[config.mk]
export PLATFORM = sky130hd
export DESIGN_NAME = msi_stat_pulses
export DESIGN_NICKNAME = d
export VERILOG_FILES = /design/src/include/msi_pkg.sv /design/src/msi_stat_pulses.sv
export VERILOG_INCLUDE_DIRS = /design/src /design/src/include
export SDC_FILE = /design/constraint.sdc
export NUM_CORES = 1
export LEC_CHECK = 0
export BUFFER_PORTS_ARGS = -buffer_cell sky130_fd_sc_hd__buf_2
export CORE_MARGIN = 8
export CORE_UTILIZATION = 41
export CTS_BUF_LIST = sky130_fd_sc_hd__clkbuf_8
export CTS_CLUSTER_SIZE = 30
export DETAILED_ROUTE_END_ITERATION = 7
export GPL_TIMING_DRIVEN = 0
export PLACE_DENSITY = 0.77
export SYNTH_ARGS = -nofsm -noshare
export SYNTH_HDL_FRONTEND = slang
export SYNTH_SLANG_ARGS = --single-unit
[constraint.sdc]
create_clock -name SYS_CLK -period 2 [get_ports SYS_CLK]
set_input_delay 0.4 -clock SYS_CLK [delete_from_list [all_inputs] [get_ports SYS_CLK]]
set_output_delay 0.4 -clock SYS_CLK [all_outputs]
set_load 0.02 [all_outputs]
[src/include/msi_stat_map.svh]
// constants for the statistics increment pulse generator
`ifndef MSI_STAT_MAP_SVH
`define MSI_STAT_MAP_SVH

// ----------------------------------------
// widths and channel indices
// ----------------------------------------
`define MSI_LEN_W    16
`define MSI_NUM_CH   2
`define MSI_CH_TX    0
`define MSI_CH_RX    1

// ----------------------------------------
// frame length bin limits, in bytes
// ----------------------------------------
`define MSI_MIN_FRAME  16'h0040
`define MSI_TOP_127    16'h007F
`define MSI_TOP_255    16'h00FF
`define MSI_TOP_511    16'h01FF
`define MSI_TOP_1023   16'h03FF
`define MSI_TOP_1518   16'h05EE

// ----------------------------------------
// timing: cycles from frame report to pulse
// ----------------------------------------
`define MSI_PULSE_LAT  1

`endif

[src/include/msi_pkg.sv]
// types for the statistics increment pulse generator
`include "msi_stat_map.svh"

package msi_pkg;

  // ----------------------------------------
  // destination class, one-hot
  // ----------------------------------------
  typedef enum logic [2:0] {
    MSI_UCAST = 3'h1,
    MSI_MCAST = 3'h2,
    MSI_BCAST = 3'h4
  } msi_dest_e;

  typedef logic [`MSI_LEN_W-1:0] msi_len_t;

  // ----------------------------------------
  // frame summary, reported once at frame end
  // ----------------------------------------
  typedef struct packed {
    logic      valid;
    msi_len_t  len;
    logic      fcs_err;
    logic      ctrl;
    logic      pause;
    msi_dest_e dest;
  } msi_frame_s;

  // class vectors: bit 0 unicast, 1 multicast, 2 broadcast
  typedef struct packed {
    logic       runt;
    logic [5:0] bin;
    logic       max;
    logic       over;
    logic       fcs_err;
    logic       fragment;
    logic       jabber;
    logic       sizeok_fcserr;
    logic [2:0] data_err;
    logic [2:0] data_ok;
    logic [2:0] ctrl_ok;
    logic       pause;
    logic       pause_err;
    logic [2:0] ctrl_err;
  } msi_rx_inc_s;

  typedef struct packed {
    logic [5:0] bin;
    logic       max;
    logic       over;
    logic       fcs_err;
    logic       fragment;
    logic       jabber;
    logic       sizeok_fcserr;
    logic [2:0] data_err;
    logic [2:0] data_ok;
    logic [2:0] ctrl_ok;
    logic       pause;
  } msi_tx_inc_s;

endpackage : msi_pkg

[src/msi_stat_pulses.sv]
// statistics increment pulse generator for the tx and rx mac paths
`timescale 1ns/10ps

`include "msi_stat_map.svh"

module msi_stat_pulses (
  // clock and reset
  input  wire logic                SYS_CLK,
  input  wire logic                NRST,
  // frame summaries from the mac datapaths
  input  wire msi_pkg::msi_frame_s TX_FRAME,
  input  wire msi_pkg::msi_frame_s RX_FRAME,
  // programmed maximum frame lengths
  input  wire msi_pkg::msi_len_t   TX_MAX_SIZE,
  input  wire msi_pkg::msi_len_t   RX_MAX_SIZE,
  // increment pulses
  output msi_pkg::msi_tx_inc_s     TX_STATS,
  output msi_pkg::msi_rx_inc_s     RX_STATS
);
  import msi_pkg::*;

  // ----------------------------------------
  // channel inputs
  // ----------------------------------------
  msi_frame_s  frm_in [`MSI_NUM_CH];
  msi_len_t    max_in [`MSI_NUM_CH];
  msi_rx_inc_s inc    [`MSI_NUM_CH];

  assign frm_in[`MSI_CH_TX] = TX_FRAME;
  assign frm_in[`MSI_CH_RX] = RX_FRAME;
  assign max_in[`MSI_CH_TX] = TX_MAX_SIZE;
  assign max_in[`MSI_CH_RX] = RX_MAX_SIZE;

  // ----------------------------------------
  // classifier, one per direction
  // ----------------------------------------
  // both directions use the same classifier code; the tx port drops the
  // runt, errored-pause and errored-control fields it does not export
  for (genvar g = 0; g < `MSI_NUM_CH; g++) begin : ch
    msi_rx_inc_s inc_d;
    msi_rx_inc_s inc_q;
    msi_len_t    len;
    logic        short_f;
    logic        over_f;
    logic        err_f;
    logic        dest_ok;
    logic [2:0]  dvec;

    always_comb begin
      len     = frm_in[g].len;
      short_f = len < `MSI_MIN_FRAME;
      over_f  = len > max_in[g];
      // a frame counts as errored on fcs or size error
      err_f   = frm_in[g].fcs_err | short_f | over_f;
      dest_ok = frm_in[g].dest inside {MSI_UCAST, MSI_MCAST, MSI_BCAST};
      // an illegal class code pulses no class output at all
      dvec    = dest_ok ? frm_in[g].dest : 3'h0;
      inc_d   = '0;
      if (frm_in[g].valid) begin
        inc_d.runt          = short_f;
        inc_d.bin[0]        = len == `MSI_MIN_FRAME;
        inc_d.bin[1]        = len > `MSI_MIN_FRAME
                              && len <= `MSI_TOP_127;
        inc_d.bin[2]        = len > `MSI_TOP_127
                              && len <= `MSI_TOP_255;
        inc_d.bin[3]        = len > `MSI_TOP_255
                              && len <= `MSI_TOP_511;
        inc_d.bin[4]        = len > `MSI_TOP_511
                              && len <= `MSI_TOP_1023;
        inc_d.bin[5]        = len > `MSI_TOP_1023
                              && len <= `MSI_TOP_1518;
        inc_d.max           = len == max_in[g];
        inc_d.over          = over_f;
        inc_d.fcs_err       = frm_in[g].fcs_err;
        inc_d.fragment      = short_f & frm_in[g].fcs_err;
        inc_d.jabber        = over_f & frm_in[g].fcs_err;
        inc_d.sizeok_fcserr = frm_in[g].fcs_err
                              & ~short_f & ~over_f;
        if (!frm_in[g].ctrl) begin
          inc_d.data_err = err_f ? dvec : 3'h0;
          inc_d.data_ok  = err_f ? 3'h0 : dvec;
        end else begin
          inc_d.ctrl_ok  = err_f ? 3'h0 : dvec;
          inc_d.ctrl_err = err_f ? dvec : 3'h0;
        end
        inc_d.pause         = frm_in[g].pause & ~err_f;
        inc_d.pause_err     = frm_in[g].pause & err_f;
      end
    end

    // registered so each pulse is a clean single flop output
    always_ff @(posedge SYS_CLK) begin
      if (!NRST) begin
        inc_q <= '0;
      end else begin
        inc_q <= inc_d;
      end
    end

    assign inc[g] = inc_q;
  end

  // ----------------------------------------
  // outputs
  // ----------------------------------------
  assign RX_STATS = inc[`MSI_CH_RX];

  always_comb begin
    TX_STATS               = '0;
    TX_STATS.bin           = inc[`MSI_CH_TX].bin;
    TX_STATS.max           = inc[`MSI_CH_TX].max;
    TX_STATS.over          = inc[`MSI_CH_TX].over;
    TX_STATS.fcs_err       = inc[`MSI_CH_TX].fcs_err;
    TX_STATS.fragment      = inc[`MSI_CH_TX].fragment;
    TX_STATS.jabber        = inc[`MSI_CH_TX].jabber;
    TX_STATS.sizeok_fcserr = inc[`MSI_CH_TX].sizeok_fcserr;
    TX_STATS.data_err      = inc[`MSI_CH_TX].data_err;
    TX_STATS.data_ok       = inc[`MSI_CH_TX].data_ok;
    TX_STATS.ctrl_ok       = inc[`MSI_CH_TX].ctrl_ok;
    TX_STATS.pause         = inc[`MSI_CH_TX].pause;
  end

  // ----------------------------------------
  // checks
  // ----------------------------------------
  msi_frame_s rxf;
  msi_frame_s txf;
  logic       rx_bad;
  logic       tx_bad;

  assign rxf    = RX_FRAME;
  assign txf    = TX_FRAME;
  assign rx_bad = rxf.fcs_err | (rxf.len < `MSI_MIN_FRAME)
                  | (rxf.len > RX_MAX_SIZE);
  assign tx_bad = txf.fcs_err | (txf.len < `MSI_MIN_FRAME)
                  | (txf.len > TX_MAX_SIZE);

  rx_runt_a: assert property (
    @(posedge SYS_CLK) disable iff (!NRST)
    rxf.valid |=> RX_STATS.runt == $past(rxf.len < `MSI_MIN_FRAME))
    else $error("rx runt pulse wrong");

  rx_bin64_a: assert property (
    @(posedge SYS_CLK) disable iff (!NRST)
    rxf.valid && rxf.len == `MSI_MIN_FRAME |=> RX_STATS.bin == 6'h01)
    else $error("rx 64 byte bin wrong");

  rx_bin127_a: assert property (
    @(posedge SYS_CLK) disable iff (!NRST)
    rxf.valid && rxf.len == `MSI_TOP_127 |=> RX_STATS.bin == 6'h02)
    else $error("rx 127 byte bin wrong");

  rx_bin255_a: assert property (
    @(posedge SYS_CLK) disable iff (!NRST)
    rxf.valid && rxf.len == `MSI_TOP_255 |=> RX_STATS.bin == 6'h04)
    else $error("rx 255 byte bin wrong");

  rx_bin511_a: assert property (
    @(posedge SYS_CLK) disable iff (!NRST)
    rxf.valid && rxf.len == `MSI_TOP_511 |=> RX_STATS.bin == 6'h08)
    else $error("rx 511 byte bin wrong");

  rx_bin1023_a: assert property (
    @(posedge SYS_CLK) disable iff (!NRST)
    rxf.valid && rxf.len == `MSI_TOP_1023 |=> RX_STATS.bin == 6'h10)
    else $error("rx 1023 byte bin wrong");

  rx_bin1518_a: assert property (
    @(posedge SYS_CLK) disable iff (!NRST)
    rxf.valid && rxf.len == `MSI_TOP_1518 |=> RX_STATS.bin == 6'h20)
    else $error("rx 1518 byte bin wrong");

  rx_big_nobin_a: assert property (
    @(posedge SYS_CLK) disable iff (!NRST)
    rxf.valid && rxf.len > `MSI_TOP_1518 |=> RX_STATS.bin == 6'h00)
    else $error("rx bin above 1518");

  rx_max_a: assert property (
    @(posedge SYS_CLK) disable iff (!NRST)
    rxf.valid |=> RX_STATS.max == $past(rxf.len == RX_MAX_SIZE))
    else $error("rx max pulse wrong");

  rx_over_a: assert property (
    @(posedge SYS_CLK) disable iff (!NRST)
    rxf.valid |=> RX_STATS.over == $past(rxf.len > RX_MAX_SIZE))
    else $error("rx oversize pulse wrong");

  rx_data_err_a: assert property (
    @(posedge SYS_CLK) disable iff (!NRST)
    rxf.valid && !rxf.ctrl && rx_bad && rxf.dest == MSI_MCAST
    |=> RX_STATS.data_err == 3'h2 && RX_STATS.data_ok == 3'h0)
    else $error("rx errored data class wrong");

  rx_data_ok_a: assert property (
    @(posedge SYS_CLK) disable iff (!NRST)
    rxf.valid && !rxf.ctrl && !rx_bad && rxf.dest == MSI_BCAST
    |=> RX_STATS.data_ok == 3'h4 && RX_STATS.ctrl_ok == 3'h0)
    else $error("rx good data class wrong");

  rx_ctrl_ok_a: assert property (
    @(posedge SYS_CLK) disable iff (!NRST)
    rxf.valid && rxf.ctrl && !rx_bad && rxf.dest == MSI_UCAST
    |=> RX_STATS.ctrl_ok == 3'h1 && RX_STATS.data_ok == 3'h0)
    else $error("rx control class wrong");

  rx_pause_a: assert property (
    @(posedge SYS_CLK) disable iff (!NRST)
    rxf.valid |=> RX_STATS.pause == $past(rxf.pause && !rx_bad))
    else $error("rx pause pulse wrong");

  rx_fcs_a: assert property (
    @(posedge SYS_CLK) disable iff (!NRST)
    rxf.valid |=> RX_STATS.fcs_err == $past(rxf.fcs_err))
    else $error("rx fcs pulse wrong");

  rx_fragment_a: assert property (
    @(posedge SYS_CLK) disable iff (!NRST)
    rxf.valid && rxf.fcs_err && rxf.len < `MSI_MIN_FRAME
    |=> RX_STATS.fragment && RX_STATS.runt && !RX_STATS.sizeok_fcserr)
    else $error("rx fragment pulse wrong");

  rx_jabber_a: assert property (
    @(posedge SYS_CLK) disable iff (!NRST)
    rxf.valid && rxf.fcs_err && rxf.len > RX_MAX_SIZE
    |=> RX_STATS.jabber && RX_STATS.over)
    else $error("rx jabber pulse wrong");

  rx_sizeok_a: assert property (
    @(posedge SYS_CLK) disable iff (!NRST)
    rxf.valid && rxf.fcs_err && rxf.len == `MSI_MIN_FRAME
    && RX_MAX_SIZE >= `MSI_MIN_FRAME |=> RX_STATS.sizeok_fcserr)
    else $error("rx size ok fcs pulse missing");

  rx_pause_err_a: assert property (
    @(posedge SYS_CLK) disable iff (!NRST)
    rxf.valid |=> RX_STATS.pause_err == $past(rxf.pause && rx_bad))
    else $error("rx errored pause wrong");

  rx_ctrl_err_a: assert property (
    @(posedge SYS_CLK) disable iff (!NRST)
    rxf.valid && rxf.ctrl && rx_bad && rxf.dest == MSI_BCAST
    |=> RX_STATS.ctrl_err == 3'h4 && RX_STATS.ctrl_ok == 3'h0)
    else $error("rx errored control wrong");

  tx_data_err_a: assert property (
    @(posedge SYS_CLK) disable iff (!NRST)
    txf.valid && !txf.ctrl && tx_bad && txf.dest == MSI_UCAST
    |=> TX_STATS.data_err == 3'h1)
    else $error("tx errored data class wrong");

  tx_data_ok_a: assert property (
    @(posedge SYS_CLK) disable iff (!NRST)
    txf.valid && !txf.ctrl && !tx_bad && txf.dest == MSI_MCAST
    |=> TX_STATS.data_ok == 3'h2 && TX_STATS.data_err == 3'h0)
    else $error("tx good data class wrong");

  tx_ctrl_ok_a: assert property (
    @(posedge SYS_CLK) disable iff (!NRST)
    txf.valid && txf.ctrl && !tx_bad && txf.dest == MSI_BCAST
    |=> TX_STATS.ctrl_ok == 3'h4)
    else $error("tx control class wrong");

  tx_pause_a: assert property (
    @(posedge SYS_CLK) disable iff (!NRST)
    txf.valid |=> TX_STATS.pause == $past(txf.pause && !tx_bad))
    else $error("tx pause pulse wrong");

  tx_fcs_a: assert property (
    @(posedge SYS_CLK) disable iff (!NRST)
    txf.valid |=> TX_STATS.fcs_err == $past(txf.fcs_err)
    && TX_STATS.sizeok_fcserr == $past(txf.fcs_err && !tx_bad
    || txf.fcs_err && txf.len >= `MSI_MIN_FRAME
    && txf.len <= TX_MAX_SIZE))
    else $error("tx fcs pulses wrong");

  tx_fragment_a: assert property (
    @(posedge SYS_CLK) disable iff (!NRST)
    txf.valid |=> TX_STATS.fragment
    == $past(txf.fcs_err && txf.len < `MSI_MIN_FRAME))
    else $error("tx fragment pulse wrong");

  tx_jabber_a: assert property (
    @(posedge SYS_CLK) disable iff (!NRST)
    txf.valid |=> TX_STATS.jabber
    == $past(txf.fcs_err && txf.len > TX_MAX_SIZE))
    else $error("tx jabber pulse wrong");

  tx_bins_a: assert property (
    @(posedge SYS_CLK) disable iff (!NRST)
    txf.valid && txf.len == `MSI_TOP_511 |=> TX_STATS.bin == 6'h08)
    else $error("tx 511 byte bin wrong");

  tx_bin64_a: assert property (
    @(posedge SYS_CLK) disable iff (!NRST)
    txf.valid && txf.len == `MSI_MIN_FRAME |=> TX_STATS.bin == 6'h01)
    else $error("tx 64 byte bin wrong");

  tx_max_over_a: assert property (
    @(posedge SYS_CLK) disable iff (!NRST)
    txf.valid |=> TX_STATS.max == $past(txf.len == TX_MAX_SIZE)
    && TX_STATS.over == $past(txf.len > TX_MAX_SIZE))
    else $error("tx max or oversize wrong");

  rx_idle_a: assert property (
    @(posedge SYS_CLK) disable iff (!NRST)
    !rxf.valid |=> RX_STATS == '0)
    else $error("rx pulse without a frame");

  tx_idle_a: assert property (
    @(posedge SYS_CLK) disable iff (!NRST)
    !txf.valid |=> TX_STATS == '0)
    else $error("tx pulse without a frame");

  rx_one_bin_a: assert property (
    @(posedge SYS_CLK) disable iff (!NRST)
    $countones(RX_STATS.bin) <= 1)
    else $error("rx several bins at once");

endmodule : msi_stat_pulses

Word level (Yosys, flattened, before mapping):

Cells that the tools add are included.

* flip-flop bits (word level): 49
* output and inout bits: 49
* logic and storage cells: 107

* magnitude comparators: 24
* equality and inequality tests: 10
* muxes and demuxes: 5
* bitwise gates (word level): 24
* reductions and logical operators: 19

Operator list (count)
* 16-bit by 7-bit > comparator with 1-bit output, second input constant: 4
* 16-bit equality test: 2
* 16-bit by 7-bit equality test with 1-bit output, second input constant: 2
* 16-bit by 10-bit > comparator with 1-bit output, second input constant: 2
* 16-bit > comparator: 2
* 16-bit by 8-bit > comparator with 1-bit output, second input constant: 2
* 16-bit by 9-bit > comparator with 1-bit output, second input constant: 2
* 16-bit by 10-bit less-or-equal comparator with 1-bit output, second input constant: 2
* 16-bit by 11-bit less-or-equal comparator with 1-bit output, second input constant: 2
* 16-bit by 7-bit less-or-equal comparator with 1-bit output, second input constant: 2
* 16-bit by 8-bit less-or-equal comparator with 1-bit output, second input constant: 2
* 16-bit by 9-bit less-or-equal comparator with 1-bit output, second input constant: 2
* 16-bit by 7-bit < comparator with 1-bit output, second input constant: 2
* 3-bit 2-to-1 mux: 5
* 1-bit bitwise AND: 11
* 1-bit logical AND: 10
* 1-bit NOT: 9
* 3-bit by 1-bit equality test with 1-bit output, second input constant: 2
* 3-bit by 2-bit equality test with 1-bit output, second input constant: 2
* 3-bit equality test, second input constant: 2
* 3-bit AND reduction: 2
* 3-bit nonzero test: 2
* 3-bit OR reduction: 2
* 1-bit bitwise OR: 4
* other kinds (2): 3

Depth between registers and ports, before layout:

* depth after elaboration: 5
* mapped depth: 8
* gate-level depth less buffers: 8

Worst setup path before layout:

Ideal clock, no wire load.

* kind: in2reg
* start: input port TX_MAX_SIZE[13]
* end: register ch[0].inc_q (netlist bit TX_STATS[0])
* setup time: 0.061 ns
* data arrival time: 2.057 ns
* required time: 1.939 ns
* path slack: -0.118 ns
* stages: 8
* buffers on the path: 0
* path through: inv_1 ha_1 a211oi_1 nor2_1 or4_1 a211o_1 a21oi_4 and4_1

* word-level cells in the longest chain between the ends: 4

Ends and longest elaborated chain
* start, declared: line msi_stat_pulses.sv:14 `input wire msi_pkg::msi_len_t TX_MAX_SIZE,`
* 16-bit > comparator
* 1-bit bitwise OR
* 1-bit NOT (no source line)
* 1-bit bitwise AND: line msi_stat_pulses.sv:86 `inc_d.pause = frm_in[g].pause & ~err_f;`
* end signal, assigned: line msi_stat_pulses.sv:96 `inc_q <= inc_d;`
* end, declared: line msi_stat_pulses.sv:41 `msi_rx_inc_s inc_q;`

Every way passes these cells.
A chain may end at the register's enable or synchronous reset.

Worst setup path after layout:

* start: input port TX_MAX_SIZE[14]
* end: register ch[0].inc_q (netlist bit TX_STATS[0])

The elaborated chain is that of the path after synthesis.

==> impl_metrics.yaml <==
cts:
  htreeDepth: 2
  tritoncts: "built"
  clock-root-buffer: "clkbuf_8"
  cts.path.max_buffers: 2
  cts_buffers: 5
  path_clk_slew_ns: 0.08
  cts_sinks: 49
global_routing:
  grt_max_degree: 16
  grt_pass1_wl_um: 10360
  grtUsageTotal: 0.1467
  grt_pass1_vias: 2374
  overflow: 0
  antenna_found_initial: 0
timing:
  fin_crit_ns: 1.966
  maxSlewViolCount: 0
  tns_ns: 0
  period_share: 0.9829
  max_freq_mhz: 508.7
  timing.final.ws_setup_ns: 0.03421
  finalHoldViolCount: 0
  max_slew_margin: 0.7248
  worst_slew_pin_slew_ns: 0.4097
  setup_violations: 0
route:
  drt_iter0_markers: 56
  vias: 2395
  ant_nets: 0
  viasPerCell: 4.868
  drc_errors: 0
  wirelength_um: 6952
  dr.pass1.iters: 4
  wl_per_cell_um: 14.13
floorplanning:
  num_rows: 28
  core_area_um2: 5781
  pin_count: 129
  die-area_um2: 8579
  die_y_um: 92.63
  initial_core_util: 0.4165
  fp.dieW_um: 92.63
finish:
  final_cells: 492
  layout-drive-gt1-share: 0.4197
  multi_input_area_um2: 1515
  diodes: 0
  nets: 528
  area_growth_pct: 46.31
  fillers: 517
  final-seq-area_um2: 980.9
  layout_commonest_cell: "buf_2"
  layout_common_cells: "buf_2 (121), dfxtp_1 (49), nor2_1 (38)"
power_and_ir_drop:
  p_sw_frac: 0.2713
  seqPwrFrac: 0.505
  cell_internal_pwr_mw: 1.426
  combinationalPowerShare: 0.219
  p_per_area_nw_per_um2: 555.5
  ir_drop_uv: 340.4
  leakagePower_nw: 1.775
  p_switching_mw: 0.5308
  clockPowerShare: 0.276
yosys:
  synth_xor_area_frac: 0
  synth.cell_area_um2: 2407
  synth_compound_area_frac: 0.07536
  synthAdderAreaFrac: 0.1663
  synth.yosys.seq_area_share: 0.4075
  yosys.area_share.simple: 0.2916
  ys_ff_latch: 49
  synth_nets: 391
  synth_top_family_by_area: "simple AND/OR/NAND/NOR gates"
  ys_warn_count: 0
  avgSynthCellArea_um2: 8.628
  synth_cell_types: 34
  synth_mux_area_frac: 0
  synth_cells: 279
outcome:
  status: "complete, no violations"
worst_setup_path:
  cp-end-kind: "flop"
  crit_type: "in2reg"
  crit_fanout: 5
  cp-start-kind: "input pin"
  worstPathArrival_ns: 2.20
  crit_required_ns: 2.24
placed_design:
  detailed_place_hpwl_um: 5752
  gp_congestion: 0.8432
  dp.cells: 480
  post-place-ws_ns: -0.4148
  io_buffers: 126
job:
  maxCapViolCount: 0
hold_path:
  hold_class: "in2reg"
[cells in the mapped netlist (all sizes together)]
master	count	area share
a211o	1	0.0036
a211oi	2	0.0062
a21boi	1	0.0031
a21oi	12	0.030
a41oi	2	0.0073
and2	3	0.0078
and3	7	0.018
and3b	1	0.0036
and4	3	0.011
buf	1	0.0016
clkbuf	1	0.0016
dfxtp	49	0.41
ha	32	0.17
inv	36	0.056
nand2	18	0.028
nand2b	4	0.010
nand3	5	0.010
nand4	11	0.031
nand4b	1	0.0036
nor2	41	0.064
nor2b	3	0.0078
nor3	15	0.031
nor3b	9	0.034
nor4	4	0.010
nor4b	2	0.0073
o21ai	9	0.019
o31a	1	0.0036
o31ai	1	0.0031
or3	2	0.0052
or4	1	0.0031
or4b	1	0.0042
[final timing paths]
check,start,to,slack (ns),depth (start not counted)
max,TX_MAX_SIZE[14],TX_STATS[0],0.03,9
min,RX_FRAME[16],RX_STATS[24],0.35,2
[power by group through the flow]
stage / Combinational, mW / Clock [mW] / Sequential [mW]
3_5_place_dp: 0.371 / 0 / 1.01
5_1_grt: 0.479 / 0.595 / 0.990
4_1_cts: 0.387 / 0.558 / 0.989
6_report: 0.428 / 0.540 / 0.989
2_1_floorplan: 0.192 / 0 / 1.03
3_3_place_gp: 0.361 / 0 / 1.01
[routing by layer]
metal | vias up | global-route usage | routed length, um
met4 | 0 | 0.06309 | 97
met3 | 8 | 0.04045 | 508
met1 | 1074 | 0.1605 | 2785
li1 | 1238 | - | -
met5 | - | 0 | 0
met2 | 75 | 0.2598 | 3560
[worst max-delay path: stages]
cell and delay (ns):
buf_6 0.09, inv_2 0.06, ha_4 0.21, nand4_4 0.12
nor2_2 0.05, or4_4 0.51, a211o_4 0.36, a21oi_4 0.18
and4_1 0.21
[through the flow]
stage          area, um^2    util  hold slack (ns)  power [mW]
5_1_grt              3522  0.6093           0.3423       2.064
3_3_place_gp         3246  0.5615           0.6382       1.373
6_report             3522  0.6093           0.3537       1.957
2_1_floorplan        2521       -           0.4758       1.219
4_1_cts              3374  0.5838           0.3254       1.933
3_5_place_dp         3246  0.5615           0.6403       1.383
[logic make-up after synthesis]
| kind of cell | count (synthesis) |
|---|---|
| flip-flops | 49 |
| AND/OR/NAND/NOR | 131 |
| buffers and inverters | 38 |
| AO/OA/AOI/OAI | 29 |
| adder cells (fa/ha/maj) | 32 |
[final cells by class]
type,count,share of cell area
inverters,36,0.04263
repair buffers,129,0.1954
flip-flops and latches,49,0.2785
multi-input cells,193,0.4302
well taps,75,0.02664
clock buffers,5,0.01954
clock inverters,3,0.004973
plain buffers,2,0.002131
[sequential cells by signal, summed over array words and instances (netlist names)]
signal,count
TX_STATS,22
RX_STATS,27
[timing repair]
item                                    CTS  global route
cloned                                    1             0
pin swaps                                 2            20
hold buffers                              0             0
setup buffers                             1             3
gates resized for setup                   4            25
endpoints found under the setup margin   24            22
Power figures use the tool's default switching activity.
